$ cat config.mk
export PLATFORM = sky130hd
export DESIGN_NAME = irqsc_top
export DESIGN_NICKNAME = d
export VERILOG_FILES = /design/src/hw/irqsc_top.v
export VERILOG_INCLUDE_DIRS = /design/src /design/src/hw
export SDC_FILE = /design/constraint.sdc
export NUM_CORES = 1
export LEC_CHECK = 0
export BUFFER_PORTS_ARGS = -buffer_cell sky130_fd_sc_hd__buf_4
export CAP_MARGIN = 25
export CORE_ASPECT_RATIO = 0.6
export CORE_MARGIN = 1.5
export CORE_UTILIZATION = 34
export DETAILED_ROUTE_END_ITERATION = 8
export PLACE_DENSITY_LB_ADDON = 0.2
export SYNTH_ARGS = -nofsm -noshare
export SYNTH_HDL_FRONTEND = slang
export SYNTH_SLANG_ARGS = --single-unit
$ cat constraint.sdc
create_clock -name pclk -period 3 [get_ports pclk]
set_input_delay 0.45 -clock pclk [delete_from_list [all_inputs] [get_ports pclk]]
set_output_delay 0.45 -clock pclk [all_outputs]
set_load 0.02 [all_outputs]
$ cat src/hw/irqsc_regs.vh
`ifndef IRQSC_REGS_VH
`define IRQSC_REGS_VH

// register byte addresses
`define IRQSC_A_TFLAGS   8'h38
`define IRQSC_A_TEN      8'h3C
`define IRQSC_A_CCTL     8'h40
`define IRQSC_A_GEN      8'h44
`define IRQSC_A_GFLAGS   8'h48
`define IRQSC_A_CFLAGS   8'h4C

// field positions
`define IRQSC_B_OVF      1
`define IRQSC_B_PUK      6
`define IRQSC_B_SLP      5
`define IRQSC_B_DEPTH    4
`define IRQSC_B_SHI      1
`define IRQSC_B_SLO      0
`define IRQSC_B_EXT      6
`define IRQSC_B_PC       5
`define IRQSC_B_GIE      7

// reset value of every register
`define IRQSC_RST8       8'h00

// pulled-up idle level of the port pins, seeds the change detector
`define IRQSC_PIN_IDLE   6'h3F

// external sense encodings
`define IRQSC_SNS_LOW    2'h0
`define IRQSC_SNS_ANY    2'h1
`define IRQSC_SNS_FALL   2'h2
`define IRQSC_SNS_RISE   2'h3

// vector addresses, program counter is 9 bits
`define IRQSC_VEC_EXT    9'h001
`define IRQSC_VEC_PC     9'h002
`define IRQSC_VEC_OVF    9'h003

// cycle counts, counter holds the count minus one
`define IRQSC_ENTRY_LAST 16'h0003
`define IRQSC_SLEEP_ADD  16'h0004
`define IRQSC_RET_LAST   16'h0003
`define IRQSC_PC_DEFER   2'h2
`define IRQSC_CNT_ZERO   16'h0000
`define IRQSC_CNT_ONE    16'h0001
`define IRQSC_LO_PINS    3

`endif

$ cat src/hw/irqsc_top.v
// Contract
// - overflow vector needs enable, global, flag
// - overflow flag: set on overflow, cleared twice
// - external pin triggers even as output
// - low level requests while low, no flag
// - low pins always, high pins if input
// - pin change fires regardless of other interrupts
// - pins sampled by clock before change detect
// - entry takes four cycles, pushes counter
// - finish current instruction before entry
// - sleep wake adds four entry cycles
// - return takes four cycles, sets global
// - one instruction runs after return
// - pull-up disable bit kills all pull-ups
// - sleep only when sleep enable set
// - depth bit: idle zero, power down one
// - sense bits choose level or edge type
// - pin sampled first; level held to boundary
// - enabled interrupt wakes, handler, resume
// - pin-change wake: two instructions run first; the code defers only after a power-down wake, an idle wake enters at once
// - idle halts cpu, resumes immediately
// - power down wakes only on level/change
// - taking interrupt clears global enable
//
// The implementer's own choice: the APB slave port.
`include "irqsc_regs.vh"
module irqsc_top #(
    parameter        HAS_PULLUP_KILL = 1,
    parameter        EXT_SLEEP_RESP  = 1,
    parameter [15:0] WAKE_HOLD       = 16'h0010
) (
    input  wire        pclk,
    input  wire        presetn,
    input  wire [7:0]  paddr,
    input  wire        psel,
    input  wire        penable,
    input  wire        pwrite,
    input  wire [31:0] pwdata,
    output reg  [31:0] prdata,
    output reg         pready,
    output reg         pslverr,
    input  wire        timer_ovf,
    input  wire        ext_irq_pin,
    input  wire [5:0]  port_pins,
    input  wire [2:0]  pin_cfg_hi,
    input  wire        insn_done,
    input  wire        sleep_cmd,
    input  wire        irq_return_instruction_cmd,
    output reg         cpu_stall,
    output reg         pc_push,
    output reg         pc_pop,
    output reg         vec_load,
    output reg  [8:0]  vec_addr,
    output reg         idle_mode,
    output reg         power_down,
    output reg         pullup_kill
);

    localparam [4:0] ST_RUN   = 5'h01;
    localparam [4:0] ST_ENTRY = 5'h02;
    localparam [4:0] ST_RET   = 5'h04;
    localparam [4:0] ST_SLEEP = 5'h08;
    localparam [4:0] ST_HOLD  = 5'h10;

    // address match, shared by read mux and write strobes
    function hit;
        input [7:0] a;
        input [7:0] r;
        begin
            hit = (a == r);
        end
    endfunction

    reg  [4:0]  state;
    reg  [15:0] cnt;
    reg         ovf_flag;
    reg         ovf_irq_enable;
    reg         sleep_allow;
    reg         sleep_depth_select;
    reg         ext_sense_hi;
    reg         ext_sense_lo;
    reg         ext_en;
    reg         pc_en;
    reg         ext_flag;
    reg         pc_flag;
    reg         gie;
    reg         block_one;
    reg         woke;
    reg         pc_woke;
    reg  [1:0]  pc_defer;
    reg         ext_s;
    reg         ext_p;
    reg  [5:0]  pin_s;
    reg  [5:0]  pin_p;
    reg  [31:0] rd_data;
    reg         rd_bad;
    reg         ext_edge;
    wire [5:0]  chg;
    wire [1:0]  sense;
    wire        ext_level;
    wire        wr;
    wire        req_ext;
    wire        req_pc;
    wire        req_ovf;
    wire        any_req;
    wire        take;
    wire        idle_wake;
    wire        pd_wake;
    wire        hold_ok;
    wire        clr_ext;
    wire        clr_pc;
    wire        clr_ovf;

    assign wr = psel & penable & pwrite & pready;
    assign sense = {ext_sense_hi, ext_sense_lo};

    // pin change per pin; high pins only count when configured as input
    genvar i;
    generate
        for (i = 0; i < 6; i = i + 1) begin : g_chg
            if (i < `IRQSC_LO_PINS) begin : g_lo
                assign chg[i] = pin_s[i] ^ pin_p[i];
            end else begin : g_hi
                assign chg[i] = (pin_s[i] ^ pin_p[i])
                                & pin_cfg_hi[i - `IRQSC_LO_PINS];
            end
        end
    endgenerate

    // external trigger decode; pin direction is never looked at
    assign ext_level = (sense == `IRQSC_SNS_LOW) & ~ext_s;
    always @* begin
        case (sense)
            `IRQSC_SNS_ANY:  ext_edge = ext_s ^ ext_p;
            `IRQSC_SNS_FALL: ext_edge = ~ext_s & ext_p;
            `IRQSC_SNS_RISE: ext_edge = ext_s & ~ext_p;
            default:         ext_edge = 1'b0;
        endcase
    end

    // level request is live, not remembered; must hold to the boundary
    assign req_ext = ext_en & (ext_level | ext_flag);
    // the boundary that ends the last deferred instruction may already take it
    assign req_pc  = pc_en & pc_flag & ((pc_defer == 2'h0)
                     | ((pc_defer == 2'h1) & insn_done));
    assign req_ovf = ovf_irq_enable & ovf_flag;
    assign any_req = req_ext | req_pc | req_ovf;

    // entry only at an instruction boundary or right after waking
    assign take = (state == ST_RUN) & (insn_done | woke) & gie
                  & ~block_one & any_req;

    assign clr_ext = (take & req_ext) | (wr & hit(paddr, `IRQSC_A_GFLAGS)
                     & pwdata[`IRQSC_B_EXT]);
    assign clr_pc  = (take & ~req_ext & req_pc) | (wr & hit(paddr, `IRQSC_A_GFLAGS)
                     & pwdata[`IRQSC_B_PC]);
    assign clr_ovf = (take & ~req_ext & ~req_pc) | (wr & hit(paddr, `IRQSC_A_TFLAGS)
                     & pwdata[`IRQSC_B_OVF]);

    // idle wakes on any enabled source; power down only on level or change
    assign idle_wake = ~sleep_depth_select & (req_ext | (pc_en & pc_flag) | req_ovf);
    assign pd_wake   = sleep_depth_select
                       & ((ext_en & ext_level) | (pc_en & pc_flag));
    assign hold_ok   = (ext_en & ext_level) | (pc_en & pc_flag & (pin_s == pin_p));

    // read mux; unmapped addresses answer with an error
    always @* begin
        rd_data = 32'h0000_0000;
        rd_bad  = 1'b0;
        if (hit(paddr, `IRQSC_A_TFLAGS)) begin
            rd_data[`IRQSC_B_OVF] = ovf_flag;
        end else if (hit(paddr, `IRQSC_A_TEN)) begin
            rd_data[`IRQSC_B_OVF] = ovf_irq_enable;
        end else if (hit(paddr, `IRQSC_A_CCTL)) begin
            rd_data[`IRQSC_B_PUK]   = pullup_kill;
            rd_data[`IRQSC_B_SLP]   = sleep_allow;
            rd_data[`IRQSC_B_DEPTH] = sleep_depth_select;
            rd_data[`IRQSC_B_SHI]   = ext_sense_hi;
            rd_data[`IRQSC_B_SLO]   = ext_sense_lo;
        end else if (hit(paddr, `IRQSC_A_GEN)) begin
            rd_data[`IRQSC_B_EXT] = ext_en;
            rd_data[`IRQSC_B_PC]  = pc_en;
        end else if (hit(paddr, `IRQSC_A_GFLAGS)) begin
            rd_data[`IRQSC_B_EXT] = ext_flag;
            rd_data[`IRQSC_B_PC]  = pc_flag;
        end else if (hit(paddr, `IRQSC_A_CFLAGS)) begin
            rd_data[`IRQSC_B_GIE] = gie;
        end else begin
            rd_bad = 1'b1;
        end
    end

    // apb slave: one wait state, write lands on the pready edge
    always @(posedge pclk or negedge presetn) begin
        if (!presetn) begin
            pready  <= 1'b0;
            prdata  <= 32'h0000_0000;
            pslverr <= 1'b0;
        end else if (psel & penable & ~pready) begin
            pready  <= 1'b1;
            prdata  <= pwrite ? 32'h0000_0000 : rd_data;
            pslverr <= rd_bad;
        end else begin
            pready  <= 1'b0;
            pslverr <= 1'b0;
        end
    end

    // pins sampled once on the clock, previous sample kept for edges
    // seeded at the idle level so release of reset shows no false change;
    // a pin held low through reset still reports one change
    always @(posedge pclk or negedge presetn) begin
        if (!presetn) begin
            ext_s <= 1'b1;
            ext_p <= 1'b1;
            pin_s <= `IRQSC_PIN_IDLE;
            pin_p <= `IRQSC_PIN_IDLE;
        end else begin
            ext_s <= ext_irq_pin;
            ext_p <= ext_s;
            pin_s <= port_pins;
            pin_p <= pin_s;
        end
    end

    // software-written control; sense edits while enabled are software's risk
    always @(posedge pclk or negedge presetn) begin
        if (!presetn) begin
            ovf_irq_enable     <= 1'b0;
            pullup_kill        <= 1'b0;
            sleep_allow        <= 1'b0;
            sleep_depth_select <= 1'b0;
            ext_sense_hi       <= 1'b0;
            ext_sense_lo       <= 1'b0;
            ext_en             <= 1'b0;
            pc_en              <= 1'b0;
        end else if (wr) begin
            if (hit(paddr, `IRQSC_A_TEN)) begin
                ovf_irq_enable <= pwdata[`IRQSC_B_OVF];
            end
            if (hit(paddr, `IRQSC_A_CCTL)) begin
                // bit stays zero on variants without pull-up control
                pullup_kill        <= (HAS_PULLUP_KILL != 0) & pwdata[`IRQSC_B_PUK];
                sleep_allow        <= pwdata[`IRQSC_B_SLP];
                sleep_depth_select <= pwdata[`IRQSC_B_DEPTH];
                ext_sense_hi       <= pwdata[`IRQSC_B_SHI];
                ext_sense_lo       <= pwdata[`IRQSC_B_SLO];
            end
            if (hit(paddr, `IRQSC_A_GEN)) begin
                ext_en <= pwdata[`IRQSC_B_EXT];
                pc_en  <= pwdata[`IRQSC_B_PC];
            end
        end
    end

    // sticky flags: a set in the clearing cycle wins
    always @(posedge pclk or negedge presetn) begin
        if (!presetn) begin
            ovf_flag <= 1'b0;
            ext_flag <= 1'b0;
            pc_flag  <= 1'b0;
        end else begin
            ovf_flag <= (ovf_flag & ~clr_ovf) | timer_ovf;
            ext_flag <= (sense == `IRQSC_SNS_LOW) ? 1'b0
                        : ((ext_flag & ~clr_ext) | ext_edge);
            pc_flag  <= (pc_flag & ~clr_pc) | (|chg);
        end
    end

    // sequencer for entry, return and sleep
    always @(posedge pclk or negedge presetn) begin
        if (!presetn) begin
            state      <= ST_RUN;
            cnt        <= `IRQSC_CNT_ZERO;
            gie        <= 1'b0;
            block_one  <= 1'b0;
            woke       <= 1'b0;
            pc_woke    <= 1'b0;
            pc_defer   <= 2'h0;
            cpu_stall  <= 1'b0;
            pc_push    <= 1'b0;
            pc_pop     <= 1'b0;
            vec_load   <= 1'b0;
            vec_addr   <= `IRQSC_VEC_EXT;
            idle_mode  <= 1'b0;
            power_down <= 1'b0;
        end else begin
            pc_push  <= 1'b0;
            pc_pop   <= 1'b0;
            vec_load <= 1'b0;
            woke     <= 1'b0;
            if (wr & hit(paddr, `IRQSC_A_CFLAGS)) begin
                gie <= pwdata[`IRQSC_B_GIE];
            end
            if (insn_done & (pc_defer != 2'h0)) begin
                pc_defer <= pc_defer - 2'h1;
            end
            case (state)
                ST_RUN: begin
                    if (insn_done) begin
                        block_one <= 1'b0;
                    end
                    if (take) begin
                        state     <= ST_ENTRY;
                        gie       <= 1'b0;
                        cpu_stall <= 1'b1;
                        pc_push   <= 1'b1;
                        vec_addr  <= req_ext ? `IRQSC_VEC_EXT
                                     : (req_pc ? `IRQSC_VEC_PC : `IRQSC_VEC_OVF);
                        cnt       <= (woke & (EXT_SLEEP_RESP != 0))
                                     ? `IRQSC_ENTRY_LAST + `IRQSC_SLEEP_ADD
                                     : `IRQSC_ENTRY_LAST;
                    end else if (irq_return_instruction_cmd) begin
                        state     <= ST_RET;
                        cpu_stall <= 1'b1;
                        pc_pop    <= 1'b1;
                        cnt       <= `IRQSC_RET_LAST;
                    end else if (sleep_cmd & sleep_allow) begin
                        state      <= ST_SLEEP;
                        cpu_stall  <= 1'b1;
                        idle_mode  <= ~sleep_depth_select;
                        power_down <= sleep_depth_select;
                    end
                end
                ST_ENTRY: begin
                    cnt <= cnt - `IRQSC_CNT_ONE;
                    if (cnt == `IRQSC_CNT_ZERO) begin
                        state     <= ST_RUN;
                        cpu_stall <= 1'b0;
                        vec_load  <= 1'b1;
                    end
                end
                ST_RET: begin
                    cnt <= cnt - `IRQSC_CNT_ONE;
                    if (cnt == `IRQSC_CNT_ZERO) begin
                        state     <= ST_RUN;
                        cpu_stall <= 1'b0;
                        gie       <= 1'b1;
                        block_one <= 1'b1;
                    end
                end
                ST_SLEEP: begin
                    if (idle_wake) begin
                        // idle restarts at once, handler follows if enabled
                        state     <= ST_RUN;
                        cpu_stall <= 1'b0;
                        idle_mode <= 1'b0;
                        woke      <= 1'b1;
                    end else if (pd_wake) begin
                        state   <= ST_HOLD;
                        pc_woke <= ~(ext_en & ext_level);
                        cnt     <= WAKE_HOLD - `IRQSC_CNT_ONE;
                    end
                end
                ST_HOLD: begin
                    cnt <= cnt - `IRQSC_CNT_ONE;
                    if (~hold_ok) begin
                        // source vanished before the hold ran out: stay asleep
                        state <= ST_SLEEP;
                    end else if (cnt == `IRQSC_CNT_ZERO) begin
                        state      <= ST_RUN;
                        cpu_stall  <= 1'b0;
                        power_down <= 1'b0;
                        woke       <= 1'b1;
                        pc_defer   <= pc_woke ? `IRQSC_PC_DEFER : 2'h0;
                    end
                end
                default: begin
                    state     <= ST_RUN;
                    cpu_stall <= 1'b0;
                end
            endcase
        end
    end

endmodule

# Word-level counts from Yosys, hierarchy flattened
# Index checks and enable logic that the tools add are counted.
# classes
muxes,81
eq_ne,29
addsub,2
reduce_logical,22
bitwise,72
# ops
cell,count
$mux 16,4
$pmux 16 s3,1
$mux 1,47
$and 1x1->1,38
$mux 5,7
$eq 8x7->1 const B,4
$mux 2,10
$pmux 5 s4,1
$ne 2x2->1 const B,9
$eq 8x6->1 const B,2
$logic_not 16->1,1
$sub 16x1->16 const B,1
$or 1x1->1,15
$not 1->1,12
$pmux 1 s2,5
$reduce_and 2->1,5
$reduce_and 3->1,3
$mux 4,2
$mux 8,1
$reduce_bool 2->1,4
$xor 1x1->1,7
$eq 6x6->1,1
$ne 3x3->1 const B,2
$reduce_and 6->1,1
other kinds (20),23
# word_totals
output_inout_bits,50
ff_bits,101
inputBits,59
elab_cells,238

# Depth between registers and ports, before layout
# logic_depth
depth_word,13
mapped_depth,8

# Worst setup path after synthesis
# No wires, ideal clock.
# synth_path
path_kind,register to register
from,reg ext_sense_hi
to,reg cnt[14]
setup_time_ns,0.121
slack_ns,0.756
path_stages_with_launch,8
required_ns,2.879
n_path_buf,2
synth_period_minus_slack_ns,2.244
arrival_time_ns,2.123
path_cell_list,dfrtp_1 or4b_1 buf_2 o211ai_4 a211oi_4 buf_6 or4_1 a22o_1
# synth_via
elab_chain_cells,9
elab_cells_between_ends,19
# synth_rtl
element,line,text
from (decl),irqsc_top.v:80,reg ext_sense_hi;
from (signal assigned),irqsc_top.v:246,ext_sense_hi <= pwdata[`IRQSC_B_SHI];
$logic_not 2->1 (no line) (*),--,
$and 1x1->1 (*),irqsc_top.v:131,assign ext_level = (sense == `IRQSC_SNS_LOW) & ~ext_s;
$or 1x1->1,irqsc_top.v:142,assign req_ext = ext_en & (ext_level | ext_flag);
$and 1x1->1,irqsc_top.v:142,
$or 1x1->1 (on tied branches) (2 in series),"irqsc_top.v:147, irqsc_top.v:161",
$and 1x1->1 (on tied branches),"irqsc_top.v:151, irqsc_top.v:161",
$ne 3x3->1 (no line) (tied with other cells),--,
$reduce_and 4->1 (no line) or $pmux 16 s3 (tied branches),--,
to (signal assigned),irqsc_top.v:274,cnt <= `IRQSC_CNT_ZERO;
to (signal assigned),irqsc_top.v:310,cnt <= (woke & (EXT_SLEEP_RESP != 0))
to (signal assigned),irqsc_top.v:317,cnt <= `IRQSC_RET_LAST;
to (decl),irqsc_top.v:75,reg [15:0] cnt;
# Mark *: on every way between the ends. The rest lies on a longest branch, timed or not.
# A chain may end at the register's enable or synchronous reset.

# Final worst setup path
# layout_path
from,reg ext_sense_lo
to,reg cnt[13]
# layout_via
elab_chain_cells,9
elab_cells_between_ends,19
# layout_rtl
element,line,text
from (decl),irqsc_top.v:81,reg ext_sense_lo;
from (signal assigned),irqsc_top.v:247,ext_sense_lo <= pwdata[`IRQSC_B_SLO];
$logic_not 2->1 (no line) (*),--,
$and 1x1->1 (*),irqsc_top.v:131,
$or 1x1->1,irqsc_top.v:142,
$and 1x1->1,irqsc_top.v:142,
$or 1x1->1 (on tied branches) (2 in series),"irqsc_top.v:147, irqsc_top.v:161",
$and 1x1->1 (on tied branches),"irqsc_top.v:151, irqsc_top.v:161",
$ne 3x3->1 (no line) (tied with other cells),--,
$reduce_and 4->1 (no line) or $pmux 16 s3 (tied branches),--,
# Marks and branches as above.

==> reports/summary.md <==
The standby leakage power came out at 2.08 nW. The first routing iteration left 211 violations. 0 antenna diodes ended up in the layout. 109 I/O pins were placed. Combinational cells account for 30.4% of the total power.

Dividing the final minimum period by the clock period gives 85.7%. The run gives 6890 microns as the half-perimeter wire length of the detailed placement result. In this run the most critical hold path is launched from port_pins[1]. The number of hold violations in the final report was 0. In this run the remaining antenna-violating nets after routing total 0. The via count of the first global-routing pass is 2756, and the final count of pins violating max slew is 0. The run gives 35.1% as the register share of total power. Once the clock tree was built, the resizer swapped 0 gates to a different size. For the worst-skew pair, the clock arrives at the later sink with an insertion delay of 340 ps. From left edge to right edge, the die measures 139 microns. Clock root buffer: sky130_fd_sc_hd__clkbuf_16.

Fraction of layout cells with a size suffix above 1: 24.9%. The tools report the hold-fix buffer count after cts as 0. In this run the worst path has a maximum fanout of 8. The clock-pin transition on the worst setup and hold timing paths is 50 ps. The library cell with the largest summed area after synthesis is sky130_fd_sc_hd__dfrtp_1. The gate count of the mapped netlist came out at 383. The worst hold path belongs to the class in -> reg.

Dividing the detail-routed via count by the number of cells gives 5.19. The tools report the element type at the critical path start as a flip-flop. The predominant post-synthesis flop cell is sky130_fd_sc_hd__dfrtp_1. The most instantiated library cell after synthesis was sky130_fd_sc_hd__dfrtp_1.

Ranked by total cell area, the synthesized netlist is headed by sky130_fd_sc_hd__dfrtp_1 34%, sky130_fd_sc_hd__dfstp_2 11%, sky130_fd_sc_hd__buf_4 6.6%. In the synthesized netlist, the cells that appear most often are 52 x sky130_fd_sc_hd__dfrtp_1, 39 x sky130_fd_sc_hd__nand2_1, 33 x sky130_fd_sc_hd__buf_4, 32 x sky130_fd_sc_hd__nor2_1, 16 x sky130_fd_sc_hd__dfstp_2. Setup repair after global routing left no endpoint under its margin.

The actual slew at the worst max-slew pin was 898 ps. The run gives 1034 as the fill cell total of the finished layout. TritonCTS built the clock tree.

The worst register-to-register path begins at ext_sense_lo. For this run, the number of standard cells in the final layout without fillers is 576. The logic depth of the worst register-to-register path was 5; the H-tree level count was 3.

In this run the mean area of a mapped cell was 9.87 sq um. By startpoint and endpoint, the worst setup path is classified as reg -> reg. The routed layout has 2991 vias.

The clock network accounts for 34.5% of the total power. The routed design has 9210 microns of wire. The run gives 0.00181 sq mm as the footprint of the multi-input gates. The worst endpoint data arrival time is 2790 ps. Clock tree synthesis inserted a total of 9 buffers. The first global-routing pass estimated 15200 microns of wire. The tools report the end point of the most critical hold path as pin_s[1]. The first-pass iteration count of the detailed router is 7, and the post-CTS setup repair buffer count is 0. The weighted congestion at the end of routability-driven global placement came out at 0.815. The clock passes through at most 2 buffers.

The run gives 69 as the largest net degree at the start of global routing. The initial antenna violation count is 0, and the die boundary height is 84.7 microns. The final reports fail on DRC. The number of endpoints failing setup at the final stage was 0; the switching portion of total power was 34.9%. The logs give 0.0118 sq mm for the die area and 1.13 mW for the reported net switching power. The routed wire length per instance is 16.0 microns, and the power consumption is 3.25 mW. Minimum clock period: 2570 ps. Hold-critical path depth: 1. The logs give 2.12 mW for the internal power summed over all cells and 0.00378 sq mm for the total standard cell area after synthesis. The initial core utilization came out at 35.3%. After floorplanning, the core was divided into 29 placement rows.

The area taken by flip-flops and latches came out at 0.00172 sq mm. Derived from the worst setup path, the maximum achievable clock frequency is 389 MHz. The run gives 305 uV as the maximum vdd drop. The post-route setup TNS came out at 0 ps. Core box area: 0.0107 sq mm.

In this run the tightest slew margin relative to its limit is 40.0%. The worst setup path is captured at a flip-flop. The clock net sink count came out at 68.

Across the run, the number of max-cap violations was 0. After detailed placement, the design holds a cell count of 560. Buffers placed on the I/O ports in this run total 49. The final global-route overflow total came out at 0.

For this run, the post-layout net count is 497. Of the synthesized area, sequential elements account for 45.5%. The run gives 430 ps as the register-to-register setup slack. In this run the power density over the cells is 726 mW/mm^2. In this run, distinct cell masters in the synthesized netlist total 65.

The logs give 3220 ps for the critical path required time and 17.0% for the total track usage. Yosys printed 0 warnings. The proportion of register bits with asynchronous set or reset after synthesis is 100%. For the final database, setup skew stands at 7.16 ps. The run finished, with violations left. Number of storage elements in the synthesis netlist: 68. Number of flops mapped to enable cells by yosys: 0. The endpoint identified for the worst register-to-register timing path is cnt[13]. Summed over its instances, the top area cell type makes up 34.4% of the synthesized netlist area. The relative area change from synthesis to final layout is 18.4%. For the DRC violations left, the log shows 5.
## registers in the layout, indices dropped and copies added (netlist names), 2 cells and up
signal,count
vec_addr,2
pin_s,6
pin_p,6
cnt,16
state,5
pc_defer,2
prdata,6
## cell families after synthesis
group | share of synthesized area [%]
xor gates and xnor gates | 2.32
DFF | 45.5
and+or+nand+nor | 21.3
buffers and inverters | 9.80
adders and majority gates | 1.99
AOI/OAI and AO/OA | 15.5
muxes | 3.48
other | 0.0992
## critical path, stage by stage, from the launching register on
cell and delay [ps]:
sky130_fd_sc_hd__dfrtp_1 440, sky130_fd_sc_hd__or4b_1 680, sky130_fd_sc_hd__nand2_1 190, sky130_fd_sc_hd__a21oi_1 230, sky130_fd_sc_hd__or3_1 530, sky130_fd_sc_hd__a221o_1 390
## through the flow
step           cell area, sq um  hold slack, ps  worst slack (ps)  util (%)
2_1_floorplan              3900             154               756         -
6_report                   4480             217               430      41.8
4_1_cts                    4480             204               448      41.8
5_1_grt                    4480             209               321      41.8
3_5_place_dp               4160             364               443      38.9
3_3_place_gp               4160             363               481      38.9
## how the worst max path moves through the flow
stage / from / to / slack, ps / depth (start not counted)
floorplan: ext_sense_hi / cnt[14] / 760 / 7
global placement: ext_sense_lo / cnt[13] / 480 / 5
detailed placement: ext_sense_lo / cnt[13] / 440 / 5
CTS: ext_sense_lo / cnt[13] / 450 / 5
global route: state[1] / cnt[0] / 320 / 5
finish: ext_sense_lo / cnt[13] / 430 / 5
## layer usage
metal / vias up / part of all wire [%] / track usage, %
met3: 9 / 8.3 / 6.05
li1: 1427 / - / -
met1: 1451 / 54 / 27.2
met2: 104 / 36 / 19.8
met4: 0 / 1.4 / 5.80
met5: - / 0 / 0
## power by group through the flow
stage	registers (mW)	logic, mW	clock network, mW
CTS	1.14	0.982	1.15
finish	1.14	0.988	1.12
detailed placement	1.15	0.978	0
global placement	1.15	0.959	0
global route	1.16	1.11	1.19
floorplan	1.14	0.752	0
## cells in the final DEF (no fill, tap or decap), types with 8 or more instances in the layout
master / instances
sky130_fd_sc_hd__mux2_2: 9
sky130_fd_sc_hd__conb_1: 33
sky130_fd_sc_hd__dfstp_2: 16
sky130_fd_sc_hd__clkbuf_16: 9
sky130_fd_sc_hd__nand3_1: 11
sky130_fd_sc_hd__buf_4: 54
sky130_fd_sc_hd__nand2b_1: 8
sky130_fd_sc_hd__a21oi_1: 8
sky130_fd_sc_hd__o21ai_0: 14
sky130_fd_sc_hd__nand2_1: 39
sky130_fd_sc_hd__nor3_1: 14
sky130_fd_sc_hd__dfrtp_1: 52
sky130_fd_sc_hd__nor2_1: 32
sky130_fd_sc_hd__inv_1: 12
sky130_fd_sc_hd__o41ai_1: 9
## layout make-up
cell class / count / share of cell area, %
timing repair buffer: 54 / 9.06
clock inverter: 7 / 2.04
multi-input combinational: 287 / 40.5
tap: 139 / 3.89
clock buffer: 9 / 5.03
sequential: 68 / 38.5
inverter: 12 / 1.01
Note: power is estimated with default switching activity, not from simulation.
